### src/led_dim_map.svh
`ifndef LED_DIM_MAP_SVH
`define LED_DIM_MAP_SVH
`define CLK_MHZ            50
`define SETUP_NS           10000
`define LO_MIN_NS          200
`define LO_MAX_NS          100000
`define HI_MIN_NS          200
`define PWRDWN_NS          1500000
`define SETTLE_NS          40000
`define RATIO_DELAY_NS     400000
`define SETUP_CYC          ((`SETUP_NS * `CLK_MHZ + 999) / 1000)
`define LO_MIN_CYC         ((`LO_MIN_NS * `CLK_MHZ + 999) / 1000)
`define LO_MAX_CYC         ((`LO_MAX_NS * `CLK_MHZ) / 1000)
`define HI_MIN_CYC         ((`HI_MIN_NS * `CLK_MHZ + 999) / 1000)
`define PWRDWN_CYC         ((`PWRDWN_NS * `CLK_MHZ + 999) / 1000)
`define SETTLE_CYC         ((`SETTLE_NS * `CLK_MHZ) / 1000)
`define RATIO_DELAY_CYC    ((`RATIO_DELAY_NS * `CLK_MHZ) / 1000)
`define CNT_W              17
`define GAIN_FULL          3'h0
`define GAIN_LAST          3'h5
`define N_CH               3
`endif

### src/led_dim_pkg.sv
package led_dim_pkg;
  typedef enum logic [1:0] {RATIO_1X, RATIO_1P33X, RATIO_1P5X, RATIO_2X} pump_ratio_t;
  typedef enum {ST_SHUTDOWN, ST_ACTIVE} dev_state_t;
endpackage : led_dim_pkg

### src/led_dim_if.sv
`timescale 1ns/1ps
interface led_dim_if;
  logic enable_dim_input;
  modport host (output enable_dim_input);
  modport device (input enable_dim_input);
endinterface : led_dim_if

### src/dwell_counter.sv
`timescale 1ns/1ps
`include "led_dim_map.svh"
module dwell_counter
(
  // clock and reset
  input  wire logic              sys_clk,
  input  wire logic              rstn,
  // control
  input  wire logic              clear,
  // count
  output logic [`CNT_W-1:0]      count
);
  // saturating cycle counter, restarts on clear
  always_ff @(posedge sys_clk or negedge rstn)
  begin
    if (!rstn)
      count <= '0;
    else if (clear)
      count <= '0;
    else if (count != {`CNT_W{1'b1}})
      count <= count + `CNT_W'(1);
  end
endmodule : dwell_counter

### src/led_dim_device.sv
`timescale 1ns/1ps
`include "led_dim_map.svh"
module led_dim_device
#(
  parameter int PWRDWN_CYC      = `PWRDWN_CYC,
  parameter int RATIO_DELAY_CYC = `RATIO_DELAY_CYC
)
(
  // clock and reset
  input  wire logic                  sys_clk,
  input  wire logic                  rstn,
  // link
  led_dim_if.device                  link,
  // analog indications
  input  wire logic                  undervoltage,
  input  wire logic                  overvoltage,
  input  wire logic                  over_temp,
  input  wire logic [`N_CH-1:0]      led_open,
  input  wire logic [`N_CH-1:0]      led_low_headroom,
  input  wire logic                  unity_ok,
  // outputs
  output logic                       enabled,
  output logic [2:0]                 gain_step,
  output logic                       settling,
  output logic [`N_CH-1:0]           led_current_sink_oe,
  output logic                       current_set_resistor_pin_oe,
  output led_dim_pkg::pump_ratio_t   pump_ratio
);
  logic                   sync1_reg;
  logic                   sync2_reg;
  logic                   line_prev_reg;
  logic [`CNT_W-1:0]      low_cnt;
  logic [`CNT_W-1:0]      high_cnt;
  logic [`CNT_W-1:0]      settle_cnt;
  logic [`CNT_W-1:0]      ratio_cnt;
  logic                   fault;
  logic                   rise;
  logic                   fall;
  logic                   lo_ok;
  logic                   need_up;
  logic                   hi_ok_reg;
  logic                   step;
  logic                   resume_reg;
  led_dim_pkg::dev_state_t state_reg;

  // input synchroniser
  always_ff @(posedge sys_clk or negedge rstn)
  begin
    if (!rstn)
    begin
      sync1_reg     <= 1'b0;
      sync2_reg     <= 1'b0;
      line_prev_reg <= 1'b0;
    end
    else
    begin
      sync1_reg     <= link.enable_dim_input;
      sync2_reg     <= sync1_reg;
      line_prev_reg <= sync2_reg;
    end
  end

  assign rise = sync2_reg & ~line_prev_reg;
  assign fall = ~sync2_reg & line_prev_reg;

  dwell_counter u_low
  (
    .sys_clk (sys_clk),
    .rstn    (rstn),
    .clear   (sync2_reg | fall),
    .count   (low_cnt)
  );

  dwell_counter u_high
  (
    .sys_clk (sys_clk),
    .rstn    (rstn),
    .clear   (rise),
    .count   (high_cnt)
  );

  // low length must sit in the programming window
  assign lo_ok = (low_cnt >= `CNT_W'(`LO_MIN_CYC)) && (low_cnt <= `CNT_W'(`LO_MAX_CYC));
  assign fault = undervoltage | over_temp | overvoltage;
  assign step  = rise && lo_ok && hi_ok_reg;

  // a high phase shorter than the minimum marks the next pulse as noise
  always_ff @(posedge sys_clk or negedge rstn)
  begin
    if (!rstn)
      hi_ok_reg <= 1'b0;
    else if (fall)
      hi_ok_reg <= (high_cnt >= `CNT_W'(`HI_MIN_CYC));
  end

  // enable state
  always_ff @(posedge sys_clk or negedge rstn)
  begin
    if (!rstn)
      state_reg <= led_dim_pkg::ST_SHUTDOWN;
    else if (fault)
      state_reg <= led_dim_pkg::ST_SHUTDOWN;
    else
    begin
      unique case (state_reg)
        led_dim_pkg::ST_SHUTDOWN:
          if (rise || (resume_reg && sync2_reg))
            state_reg <= led_dim_pkg::ST_ACTIVE;
        led_dim_pkg::ST_ACTIVE:
          if (!sync2_reg && (low_cnt >= `CNT_W'(PWRDWN_CYC)))
            state_reg <= led_dim_pkg::ST_SHUTDOWN;
          else if (rise && (low_cnt > `CNT_W'(`LO_MAX_CYC)))
            state_reg <= led_dim_pkg::ST_SHUTDOWN;
      endcase
    end
  end

  // thermal and overvoltage trips come back by themselves while the line stays high
  always_ff @(posedge sys_clk or negedge rstn)
  begin
    if (!rstn)
      resume_reg <= 1'b0;
    else if ((over_temp || overvoltage) && state_reg == led_dim_pkg::ST_ACTIVE)
      resume_reg <= 1'b1;
    else if (!sync2_reg || undervoltage || state_reg == led_dim_pkg::ST_ACTIVE)
      resume_reg <= 1'b0;
  end

  // gain step: 0 is full scale 132, 1..5 halve down to 4.125
  always_ff @(posedge sys_clk or negedge rstn)
  begin
    if (!rstn)
      gain_step <= `GAIN_FULL;
    else if (state_reg == led_dim_pkg::ST_SHUTDOWN)
      gain_step <= `GAIN_FULL;
    else if (step)
    begin
      if (gain_step == `GAIN_LAST)
        gain_step <= `GAIN_FULL;
      else
        gain_step <= gain_step + 3'h1;
    end
  end

  // settling flag after each gain step while active
  always_ff @(posedge sys_clk or negedge rstn)
  begin
    if (!rstn)
      settle_cnt <= '0;
    else if (state_reg == led_dim_pkg::ST_ACTIVE && step)
      settle_cnt <= `CNT_W'(`SETTLE_CYC);
    else if (settle_cnt != '0)
      settle_cnt <= settle_cnt - `CNT_W'(1);
  end

  always_ff @(posedge sys_clk or negedge rstn)
  begin
    if (!rstn)
    begin
      enabled                     <= 1'b0;
      settling                    <= 1'b0;
      led_current_sink_oe         <= '0;
      current_set_resistor_pin_oe <= 1'b0;
    end
    else
    begin
      enabled                     <= (state_reg == led_dim_pkg::ST_ACTIVE);
      settling                    <= (settle_cnt != '0);
      // open channels are not driven either
      led_current_sink_oe         <= (state_reg == led_dim_pkg::ST_ACTIVE) ? ~led_open : '0;
      current_set_resistor_pin_oe <= (state_reg == led_dim_pkg::ST_ACTIVE);
    end
  end

  // pump ratio selection
  assign need_up = |(led_low_headroom & ~led_open);

  always_ff @(posedge sys_clk or negedge rstn)
  begin
    if (!rstn)
    begin
      pump_ratio <= led_dim_pkg::RATIO_1X;
      ratio_cnt  <= '0;
    end
    else if (fault || state_reg == led_dim_pkg::ST_SHUTDOWN)
    begin
      pump_ratio <= led_dim_pkg::RATIO_1X;
      ratio_cnt  <= '0;
    end
    else if (&led_open)
    begin
      pump_ratio <= led_dim_pkg::RATIO_1X;
      ratio_cnt  <= '0;
    end
    else if (unity_ok)
    begin
      pump_ratio <= led_dim_pkg::RATIO_1X;
      ratio_cnt  <= '0;
    end
    else if (need_up && pump_ratio != led_dim_pkg::RATIO_2X)
    begin
      if (ratio_cnt >= `CNT_W'(RATIO_DELAY_CYC - 1))
      begin
        pump_ratio <= led_dim_pkg::pump_ratio_t'(pump_ratio + 2'h1);
        ratio_cnt  <= '0;
      end
      else
        ratio_cnt <= ratio_cnt + `CNT_W'(1);
    end
    else
      ratio_cnt <= '0;
  end
endmodule : led_dim_device

### src/flat_wrapper.sv
// flat-port wrapper written by rule: the top's interface ports become plain ports
module led_dim_device_flat 
#(
  parameter int PWRDWN_CYC      = `PWRDWN_CYC,
  parameter int RATIO_DELAY_CYC = `RATIO_DELAY_CYC
)
  (sys_clk, rstn, undervoltage, overvoltage, over_temp, led_open, led_low_headroom, unity_ok, enabled, gain_step, settling, led_current_sink_oe, current_set_resistor_pin_oe, pump_ratio, link_enable_dim_input);
  led_dim_if link_i ();
  input  wire logic sys_clk;
  input  wire logic rstn;
  input  wire logic undervoltage;
  input  wire logic overvoltage;
  input  wire logic over_temp;
  input  wire logic [`N_CH-1:0] led_open;
  input  wire logic [`N_CH-1:0] led_low_headroom;
  input  wire logic unity_ok;
  output logic enabled;
  output logic [2:0] gain_step;
  output logic settling;
  output logic [`N_CH-1:0] led_current_sink_oe;
  output logic current_set_resistor_pin_oe;
  output led_dim_pkg::pump_ratio_t pump_ratio;
  input wire logic [$bits(link_i.enable_dim_input)-1:0] link_enable_dim_input;
  assign link_i.enable_dim_input = link_enable_dim_input;
  led_dim_device #(.PWRDWN_CYC(PWRDWN_CYC), .RATIO_DELAY_CYC(RATIO_DELAY_CYC)) u_core (.sys_clk(sys_clk), .rstn(rstn), .link(link_i), .undervoltage(undervoltage), .overvoltage(overvoltage), .over_temp(over_temp), .led_open(led_open), .led_low_headroom(led_low_headroom), .unity_ok(unity_ok), .enabled(enabled), .gain_step(gain_step), .settling(settling), .led_current_sink_oe(led_current_sink_oe), .current_set_resistor_pin_oe(current_set_resistor_pin_oe), .pump_ratio(pump_ratio));
endmodule
### config.mk
export PLATFORM = sky130hd
export DESIGN_NAME = led_dim_device_flat
export DESIGN_NICKNAME = d
export VERILOG_FILES = /design/src/led_dim_pkg.sv /design/src/led_dim_if.sv /design/src/dwell_counter.sv /design/src/led_dim_device.sv /design/src/flat_wrapper.sv
export VERILOG_INCLUDE_DIRS = /design/src
export SDC_FILE = /design/constraint.sdc
export NUM_CORES = 1
export LEC_CHECK = 0
export ABC_AREA = 1
export BUFFER_PORTS_ARGS = -buffer_cell sky130_fd_sc_hd__buf_2
export CAP_MARGIN = 0
export CORE_ASPECT_RATIO = 0.9
export CORE_MARGIN = 3
export CORE_UTILIZATION = 45
export CTS_CLUSTER_DIAMETER = 40
export DETAILED_ROUTE_END_ITERATION = 10
export PLACE_DENSITY = 0.59
export SYNTH_ARGS = -nofsm -noshare
export SYNTH_HDL_FRONTEND = slang
export SYNTH_HIERARCHICAL = 1
export SYNTH_SLANG_ARGS = --single-unit
### constraint.sdc
create_clock -name sys_clk -period 3.9 [get_ports sys_clk]
set_input_delay 0.195 -clock sys_clk [delete_from_list [all_inputs] [get_ports sys_clk]]
set_output_delay 0.195 -clock sys_clk [all_outputs]
set_load 0.02 [all_outputs]
* After elaboration in Yosys (flattened, before gate mapping) *
Index checks and enable logic that the tools add are counted.

word-level totals
  bits in registers = 115
  input port bits = 13
  output and inout port bits = 11
  word-level logic and storage cells = 100

cells by class
  $add $sub $neg = 6
  $lt $le $gt $ge = 6
  equality and inequality tests = 8
  multiplexer cells = 27
  bitwise logic cells = 9
  reductions and logical operators = 29

operator list
  cell                     count
  $mux W17                 11
  $mux W32                 4
  $logic_not A32 Y1        2
  $pmux W32 S2             1
  $add A17 B1 Y17 const B  3
  $ge A17 B4 Y1 const B    2
  $ne A17 B17 Y1 const B   2
  $eq A32 B1 Y1 const B    1
  $eq A32 B2 Y1 const B    1
  $ge A17 B15 Y1 const B   1
  $ge A17 B17 Y1 const B   1
  $gt A17 B13 Y1 const B   1
  $le A17 B13 Y1 const B   1
  $reduce_bool A17 Y1      1
  $sub A17 B1 Y17 const B  1
  $mux W3                  4
  $mux W2                  5
  $reduce_bool A2 Y1       5
  $logic_and A1 B1 Y1      9
  $reduce_bool A4 Y1       2
  $logic_or A1 B1 Y1       5
  $ne A4 B1 Y1 const B     1
  $reduce_and A2 Y1        2
  $add A3 B1 Y3 const B    1
  other kinds (13)         18

* Depth between registers and ports, before layout *
Gate-level depths: netlist of the first run.

  word-level depth = 8
  depth in mapped cells = 12
  depth with buffers taken out = 12

* Hierarchy *
The synthesis of the first run kept the hierarchy.

by module, submodules not included
  module          times used  cells each  area an instance (µm²)  sequential area each (µm²)
  led_dim_device  1           399         3019.1                  1251.2
  dwell_counter   2           141         1024.7                  425.4

* Worst setup path before layout of the first run *
OpenSTA, ideal clock, no wires.

  kind = flip-flop to flip-flop
  start point = register u_core.u_low.count[1]
  end point = register u_core.u_low.count[12]
  library setup time = 0.117 ns
  data arrival time = 1.768 ns
  data required time = 3.783 ns
  path slack = 2.015 ns
  stages on the path, launching flop included = 12
  path buffers = 0
  period minus slack after synthesis = 1.885 ns
  cells stage by stage = dfrtp_1 -> ha_1 -> nand3_1 -> nor4b_1 -> ha_1 -> inv_2 -> nor2_4 -> nor2_2 -> nand3_1 -> nand2_1 -> nand2_1 -> nor2_1

between the ends
  longest elaborated chain between the ends = 3
  elaborated cells between the ends (all ways) = 5
  classes of those cells = 1 x add/sub; 1 x eq/ne; 2 x mux; 1 x reduce/logical

ends and longest elaborated chain
  item                    RTL line             RTL
  start, declared         dwell_counter.sv:11  output logic [`CNT_W-1:0] count
  start signal, assigned  dwell_counter.sv:21  count <= count + `CNT_W'(1);
  $add A17 B1 Y17         dwell_counter.sv:21
  $mux W17                dwell_counter.sv:20  else if (count != {`CNT_W{1'b1}})
  $mux W17                dwell_counter.sv:18  else if (clear)

Parallel ways exist; a longest one is shown, timed or not. The select of a mux whose other input is x is not followed.
A chain may end at the register's enable or synchronous reset.

* Worst setup path in the final report of the first run *
  start point = register u_core.u_high.count[1]
  end point = register u_core.u_high.count[11]

between the ends
  longest elaborated chain between the ends = 3
  elaborated cells between the ends (all ways) = 5
  classes of those cells = 1 x add/sub; 1 x eq/ne; 2 x mux; 1 x reduce/logical

ends and longest elaborated chain
  item                    RTL line
  start, declared         dwell_counter.sv:11
  start signal, assigned  dwell_counter.sv:21
  $add A17 B1 Y17         dwell_counter.sv:21
  $mux W17                dwell_counter.sv:20
  $mux W17                dwell_counter.sv:18

Parallel ways exist; a longest one is shown, timed or not. The select of a mux whose other input is x is not followed.

==> impl_metrics.tcl, run 1 <==
set metrics [dict create \
    cts_setup_buffers 0 \
    synth_compound_area_frac 0.0580 \
    yosys.area.top_type "dfrtp_1" \
    area_growth_pct 12.3 \
    grt_pass1_vias 4215 \
    setup-violations-final 0 \
    layout.nets 733 \
    vias 4304 \
    die_w_um 118 \
    worst_pin_slew_ns 0.714 \
    crit_path_end_kind "register" \
    place_ws_ns 1.80 \
    required_ns 4.12 \
    relSlewSlack 0.524 \
    fin_skew_ns 0.00473 \
    cp-start-kind "register" \
    core-area_um2 10900 \
    synth.area.top_cells "dfrtp_1, nand2_1, nor2_1" \
    instances_no_fill 870 \
    grt_pass1_wl_um 19600 \
    cp_data_arrival_time_ns 2.43 \
    period_minus_slack_ns 2.21 \
    hold_path.class "input port to register" \
    synth.most_common_cell "nand2_1" \
    dp_hpwl_um 7980 \
    dieArea_um2 12600 \
    diodes 0 \
    rows 36 \
    antenna_found_initial 1 \
    syn_area_per_cell_um2 7.44 \
    drt_iter0_drc 295 \
    ys.flop_type "dfrtp_1" \
    synth_top_family_by_area "simple AND/OR/NAND/NOR gates" \
    cts_buffer_depth 2 \
    crit_type "register to register" \
    syn_inst 681 \
    track_usage 0.190 \
    cts_sinks 84 \
    synth_async_sr_flop_share 1.00 \
    drtPass1Iterations 5 \
    outcome "completed" \
    ys_types 39 \
    power_leakage_nw 2.88 \
    ir_drop_mv 0.325 \
    ys_seq_elements 84 \
    overflow 0 \
    io_buffers 23 \
    setup_slack_ns 1.69 \
    start_util 0.465 \
    drc 0 \
    fin_crit_sh 0.566 \
    dieHeight_um 107 \
    yosys.area_share.adder 0.0173 \
    placed_cells 852 \
    grt_max_degree 56 \
    final_antenna_net_count 0 \
    cts_max_level 3 \
    hold_viol_final 0 \
    rsz0062_at_grt "no" \
    vias_per_cell 4.95 \
    synth_xor_xnor_area_share 0.0207 \
    maxCapViolations 0 \
    cts_tree "yes" \
    synth_top_area_frac 0.415 \
    wire_per_inst_um 12.9 \
    synth-simple-area-share 0.400 \
    power.density_nw_per_um2 348 \
    cts_resized 0 \
    synth.area.mux_share 0 \
    cp_max_fo 6 \
    synth_common_cells "nand2_1, nor2_1, inv_1" \
    numCtsBuffers 9 \
    yosys_warnings 6 \
    drive_gt1_frac 0.166 \
    synth_area_um2 5070 \
    gp_congestion 0.886 \
    utilization 0.522 \
    finalMaxSlewViolations 0 \
    clk_pin_slew_ns 0.06 \
    ios 24 \
    drt_wl_total_um 11200 \
    fmax_mhz 453 \
    ys_seq_area_frac 0.415 \
    setup_tns_ns 0 \
    synth_edf_count 0 \
    clock-root-buffer "clkbuf_16" \
    clkLatencyLatePin_ns 0.33 \
]
-- worst paths after layout --
| check | from | end | slack (ns) | depth (start not counted) |
|---|---|---|---|---|
| max | u_core/u_high/count[1] | u_core/u_high/count[11] | 1.69 | 11 |
| min | led_open[0] | u_core/led_current_sink_oe[0] | 0.04 | 2 |
| max reg2reg | u_core/u_high/count[1] | u_core/u_high/count[11] | 1.69 | 11 |
| min reg2reg | u_core/sync1_reg | u_core/sync2_reg | 0.35 | 0 |
| max in group asynchronous | rstn | u_core/settle_cnt[1] | 2.60 | 3 |
| min in group asynchronous | rstn | u_core/u_high/count[14] | 0.47 | 2 |
-- layout by cell type, fill, tap and decap left out, drive strengths merged --
cell type    instances
nand2              161
nor2               144
inv                106
dfrtp               84
nand3               66
o21ai               27
buf                 24
a21oi               23
nand4               16
clkbuf              13
xor2                 9
nor3                 9
ha                   7
nand3b               5
nor4                 3
xnor2                3
and3                 3
bufinv               2
dlygate4sd3          2
o21a                 2
conb                 2
nor4b                2
clkinvlp             1
or2                  1
o211ai               1
a31oi                1
a21o                 1
-- power by group --
part	total [mW]	internal [mW]	switching [mW]
combinational	0.105	0.0354	0.0691
clock	0.956	0.614	0.342
sequential	0.920	0.893	0.0274
total	1.98	1.54	0.438
-- metal layers --
metal,up-vias,global-route usage,wire [um]
li1,2204,-,-
met1,2004,0.248,5440
met2,86,0.314,5230
met3,8,0.0485,468
met4,2,0.0536,80
met5,-,0,7
-- stage by stage --
step	total power [mW]	hold slack (ns)	instance area (um^2)
6_report	1.98	0.0442	5690
5_1_grt	2.07	0.0295	5690
4_1_cts	2.01	0.0228	5690
3_5_place_dp	1.04	0.304	5340
3_3_place_gp	1.04	0.294	5340
2_1_floorplan	0.992	-0.101	5070
-- repair_timing --
item / CTS / global route
endpoints found under the hold margin: 55 / 0
setup endpoints to repair: 0 / 0
hold buffers: 2 / 0
-- cell type report --
type                            count  area [um^2]
Multi-Input combinational cell    486         2520
Fill cell                        1075         5210
Inverter                          106          398
Clock inverter                      3         67.6
Clock buffer                       13          270
Timing Repair Buffer               26          145
Tap cell                          152          190
Sequential cell                    84         2100
-- worst max-delay path: stages, from the launching register on --
cell and delay (ns):
dfrtp_1 0.40, ha_1 0.24, nand3_1 0.14, nor4b_1 0.39, ha_1 0.29, inv_2 0.10
nor2_4 0.17, nor2_4 0.08, nand3_1 0.10, nand2_1 0.06, nand2_1 0.06, nor2_1 0.05
-- cell families (layout without fill, tap and decap cells) --
logic type / Yosys count / after routing
compound gates: 55 / 55
xor+xnor: 12 / 12
fa+ha+maj: 7 / 7
buf+inv: 112 / 148
flops: 84 / 84
other cells: 1 / 2
simple gates: 410 / 410
(Power assumes the default switching activity.)
==> run 2, diff against run 1 <==
ABC_AREA = 0   (was 1)
PLACE_DENSITY = 0.6   (was 0.59)
clock period = 2.25 ns   (was 3.9 ns; I/O delays follow)
==> impl_metrics.tcl, run 2 <==
set metrics [dict create \
    worst_pin_slew_ns 0.613 \
    synth_area_um2 4250 \
    grt_pass1_vias 3234 \
    layout.nets 499 \
    setup_slack_ns -0.00275 \
    clk_pin_slew_ns 0.09 \
    numCtsBuffers 9 \
    whs_endpoint "u_core/resume_reg" \
    fin_crit_sh 1.00 \
    critical_path_cell_count 8 \
    drt_iter0_drc 138 \
    hold_path_startpoint "overvoltage" \
    power_leakage_nw 2.24 \
    hold_viol_final 0 \
    vias 3297 \
    syn_inst 428 \
    use_met2 0.278 \
    cpMostUsedCell "nand2b_1" \
    track_usage 0.173 \
    synth_edf_count 0 \
    cpPeakStageDelay_ns 0.42 \
    power.density_nw_per_um2 591 \
    required_ns 2.48 \
    drc 0 \
    drtPass1Iterations 4 \
    clock-root-buffer "clkbuf_8" \
    overflow 0 \
    maxCapViolations 0 \
    cp_max_fo 7 \
    area_growth_pct 15.5 \
    ys_seq_area_frac 0.495 \
    met1_usage 0.237 \
    antenna_found_initial 0 \
    core-area_um2 9170 \
    placed_cells 585 \
    vias_per_cell 5.44 \
    layout_common_cells "dfrtp_1, nor2_1, buf_4, nand2_1, a21oi_1" \
    drive_gt1_frac 0.182 \
    crit_family "simple AND/OR/NAND/NOR gates" \
    yosys.area.top_type "dfrtp_1" \
    synth.most_common_cell "dfrtp_1" \
    synth_common_cells "dfrtp_1, nor2_1, a21oi_1, nand2_1, xor2_1" \
    relSlewSlack 0.591 \
    ios 24 \
    final_antenna_net_count 0 \
    period_minus_slack_ns 2.25 \
    setup-violations-final 1 \
    cts_buffer_depth 2 \
    grt_max_degree 47 \
    place_ws_ns 0.0736 \
    fmax_mhz 444 \
    final_common_cell "dfrtp_1" \
    finalMaxSlewViolations 0 \
    cts_max_level 3 \
    fin_skew_ns 0.0118 \
    cts_tree "yes" \
    ys_types 53 \
    cp-start-kind "register" \
    grt-busiest-layer "met2" \
    hold_path.class "input port to register" \
    diodes 0 \
    syn_area_per_cell_um2 9.93 \
    yosys_warnings 6 \
    cp_slowest_cell "dfrtp_1" \
    hold-path-cell-count 3 \
    num-fill-cells 856 \
    outcome "finished with violations" \
    instances_no_fill 606 \
    rows 33 \
    gp_congestion 0.792 \
    cts_sinks 84 \
    start_util 0.464 \
    wire_per_inst_um 14.4 \
    die_w_um 108 \
    drt_wl_total_um 8720 \
    ff2ff_path_depth 8 \
    timing.hold.ws_ns 0.0263 \
    crit_type "register to register" \
    synth_top_area_frac 0.495 \
    r2r_start "u_core/u_low/count[7]" \
    reg2reg_slack_ns -0.003 \
    cp_data_arrival_time_ns 2.48 \
    dp_hpwl_um 6170 \
    io_buffers 23 \
    dieArea_um2 10600 \
    dieHeight_um 98.2 \
    grt_pass1_wl_um 15000 \
    ys_seq_elements 84 \
    grtUsageMet3 0.0377 \
    crit_path_end_kind "register" \
    path_buf_inv 0 \
    clkLatencyLatePin_ns 0.35 \
    crit_chain "and4_4 -> nand4_2 -> nor4_1 -> ha_2 -> nand2b_1 -> nand2b_1 -> xor2_1 -> nor2_1" \
    synth_async_sr_flop_share 1.00 \
    ir_drop_mv 0.432 \
    ys.flop_type "dfrtp_1" \
    synth.area.top_cells "dfrtp_1, nor2_1, xor2_1" \
    r2r_end "u_core/u_low/count[4]" \
    violations "setup timing" \
]
-- run 2: changes by cell type in the layout (fill, tap and decap cells not counted), moves of 11 or more --
| cell | change |
|---|---|
| buf_4 | +22 |
| or3_1 | +11 |
| nor2_1 | -47 |
| xnor2_1 | +12 |
| o31ai_1 | +12 |
| inv_1 | -84 |
| nor2_4 | -11 |
| o21ai_0 | -13 |
| or4_1 | +15 |
| nand2_1 | -127 |
| nor2_2 | -27 |
| nand3_1 | -43 |
-- run 2: timing repair --
action,4_1_cts,5_1_grt
resized for setup,0,5
endpoints found under the setup margin,0,19
hold endpoints to repair,49,0
hold buffers,5,0
buffers inserted,0,0
-- run 2: where the power goes --
part           internal (mW)  switching, mW  total, mW
clock network          0.524          0.557       1.08
logic                 0.0998          0.129      0.229
registers               1.55         0.0412       1.59
-- run 2: area by class of cell --
| class | count | area (um^2) | share of cell area |
|---|---|---|---|
| clock buffer | 10 | 128 | 0.0260 |
| clock inverter | 6 | 68.8 | 0.0140 |
| inverter | 12 | 45.0 | 0.00918 |
| multi-input combinational | 320 | 2050 | 0.418 |
| sequential | 84 | 2100 | 0.428 |
| tap | 122 | 153 | 0.0311 |
| timing repair buffer | 52 | 360 | 0.0734 |
-- run 2: worst reg2reg max path, delay by kind of cell, from the launching register on --
family / cells / cell delay, ns
AND/OR/NAND/NOR: 6 / 1.22
adder cells (fa/ha/maj): 1 / 0.34
flip-flops: 1 / 0.42
XOR/XNOR: 1 / 0.17
-- run 2: cell families after synthesis --
| logic type | after synthesis | share of synthesized area |
|---|---|---|
| xor+xnor | 34 | 0.0701 |
| fa+ha+maj | 7 | 0.0206 |
| buf+inv | 25 | 0.0283 |
| mux | 10 | 0.0236 |
| simple gates | 203 | 0.267 |
| flops | 84 | 0.495 |
| other cells | 1 | 0.000882 |
| compound gates | 64 | 0.0948 |
-- run 2: worst max-delay path by stage --
stage / from / to / slack [ns]
4_1_cts: u_core/u_low/count[4] / u_core/settle_cnt[4] / 0.07
6_report: u_core/u_low/count[7] / u_core/u_low/count[4] / -0.003
3_5_place_dp: u_core/u_low/count[4] / u_core/settle_cnt[1] / 0.07
3_3_place_gp: u_core/u_low/count[7] / u_core/u_low/count[4] / 0.12
2_1_floorplan: u_core/u_low/count[4] / u_core/u_low/count[4] / 0.03
5_1_grt: u_core/u_low/count[4] / u_core/u_low/count[4] / -0.04
-- run 2: through the flow --
step / util / setup TNS, ns / instance area, um^2 / total power, mW
3_3_place_gp: 0.506 / 0 / 4640 / 1.84
5_1_grt: 0.535 / -0.129 / 4910 / 3.05
4_1_cts: 0.533 / 0 / 4890 / 2.95
2_1_floorplan: - / 0 / 4250 / 1.75
6_report: 0.535 / -0.00275 / 4910 / 2.90
3_5_place_dp: 0.506 / 0 / 4640 / 1.85
-- run 2: layer usage --
| layer | wire length [um] | vias to the layer above | part of all wire |
|---|---|---|---|
| li1 | - | 1637 | - |
| met1 | 4300 | 1602 | 0.49 |
| met2 | 4050 | 49 | 0.46 |
| met3 | 271 | 9 | 0.031 |
| met4 | 93 | 0 | 0.011 |
| met5 | 0 | - | 0 |
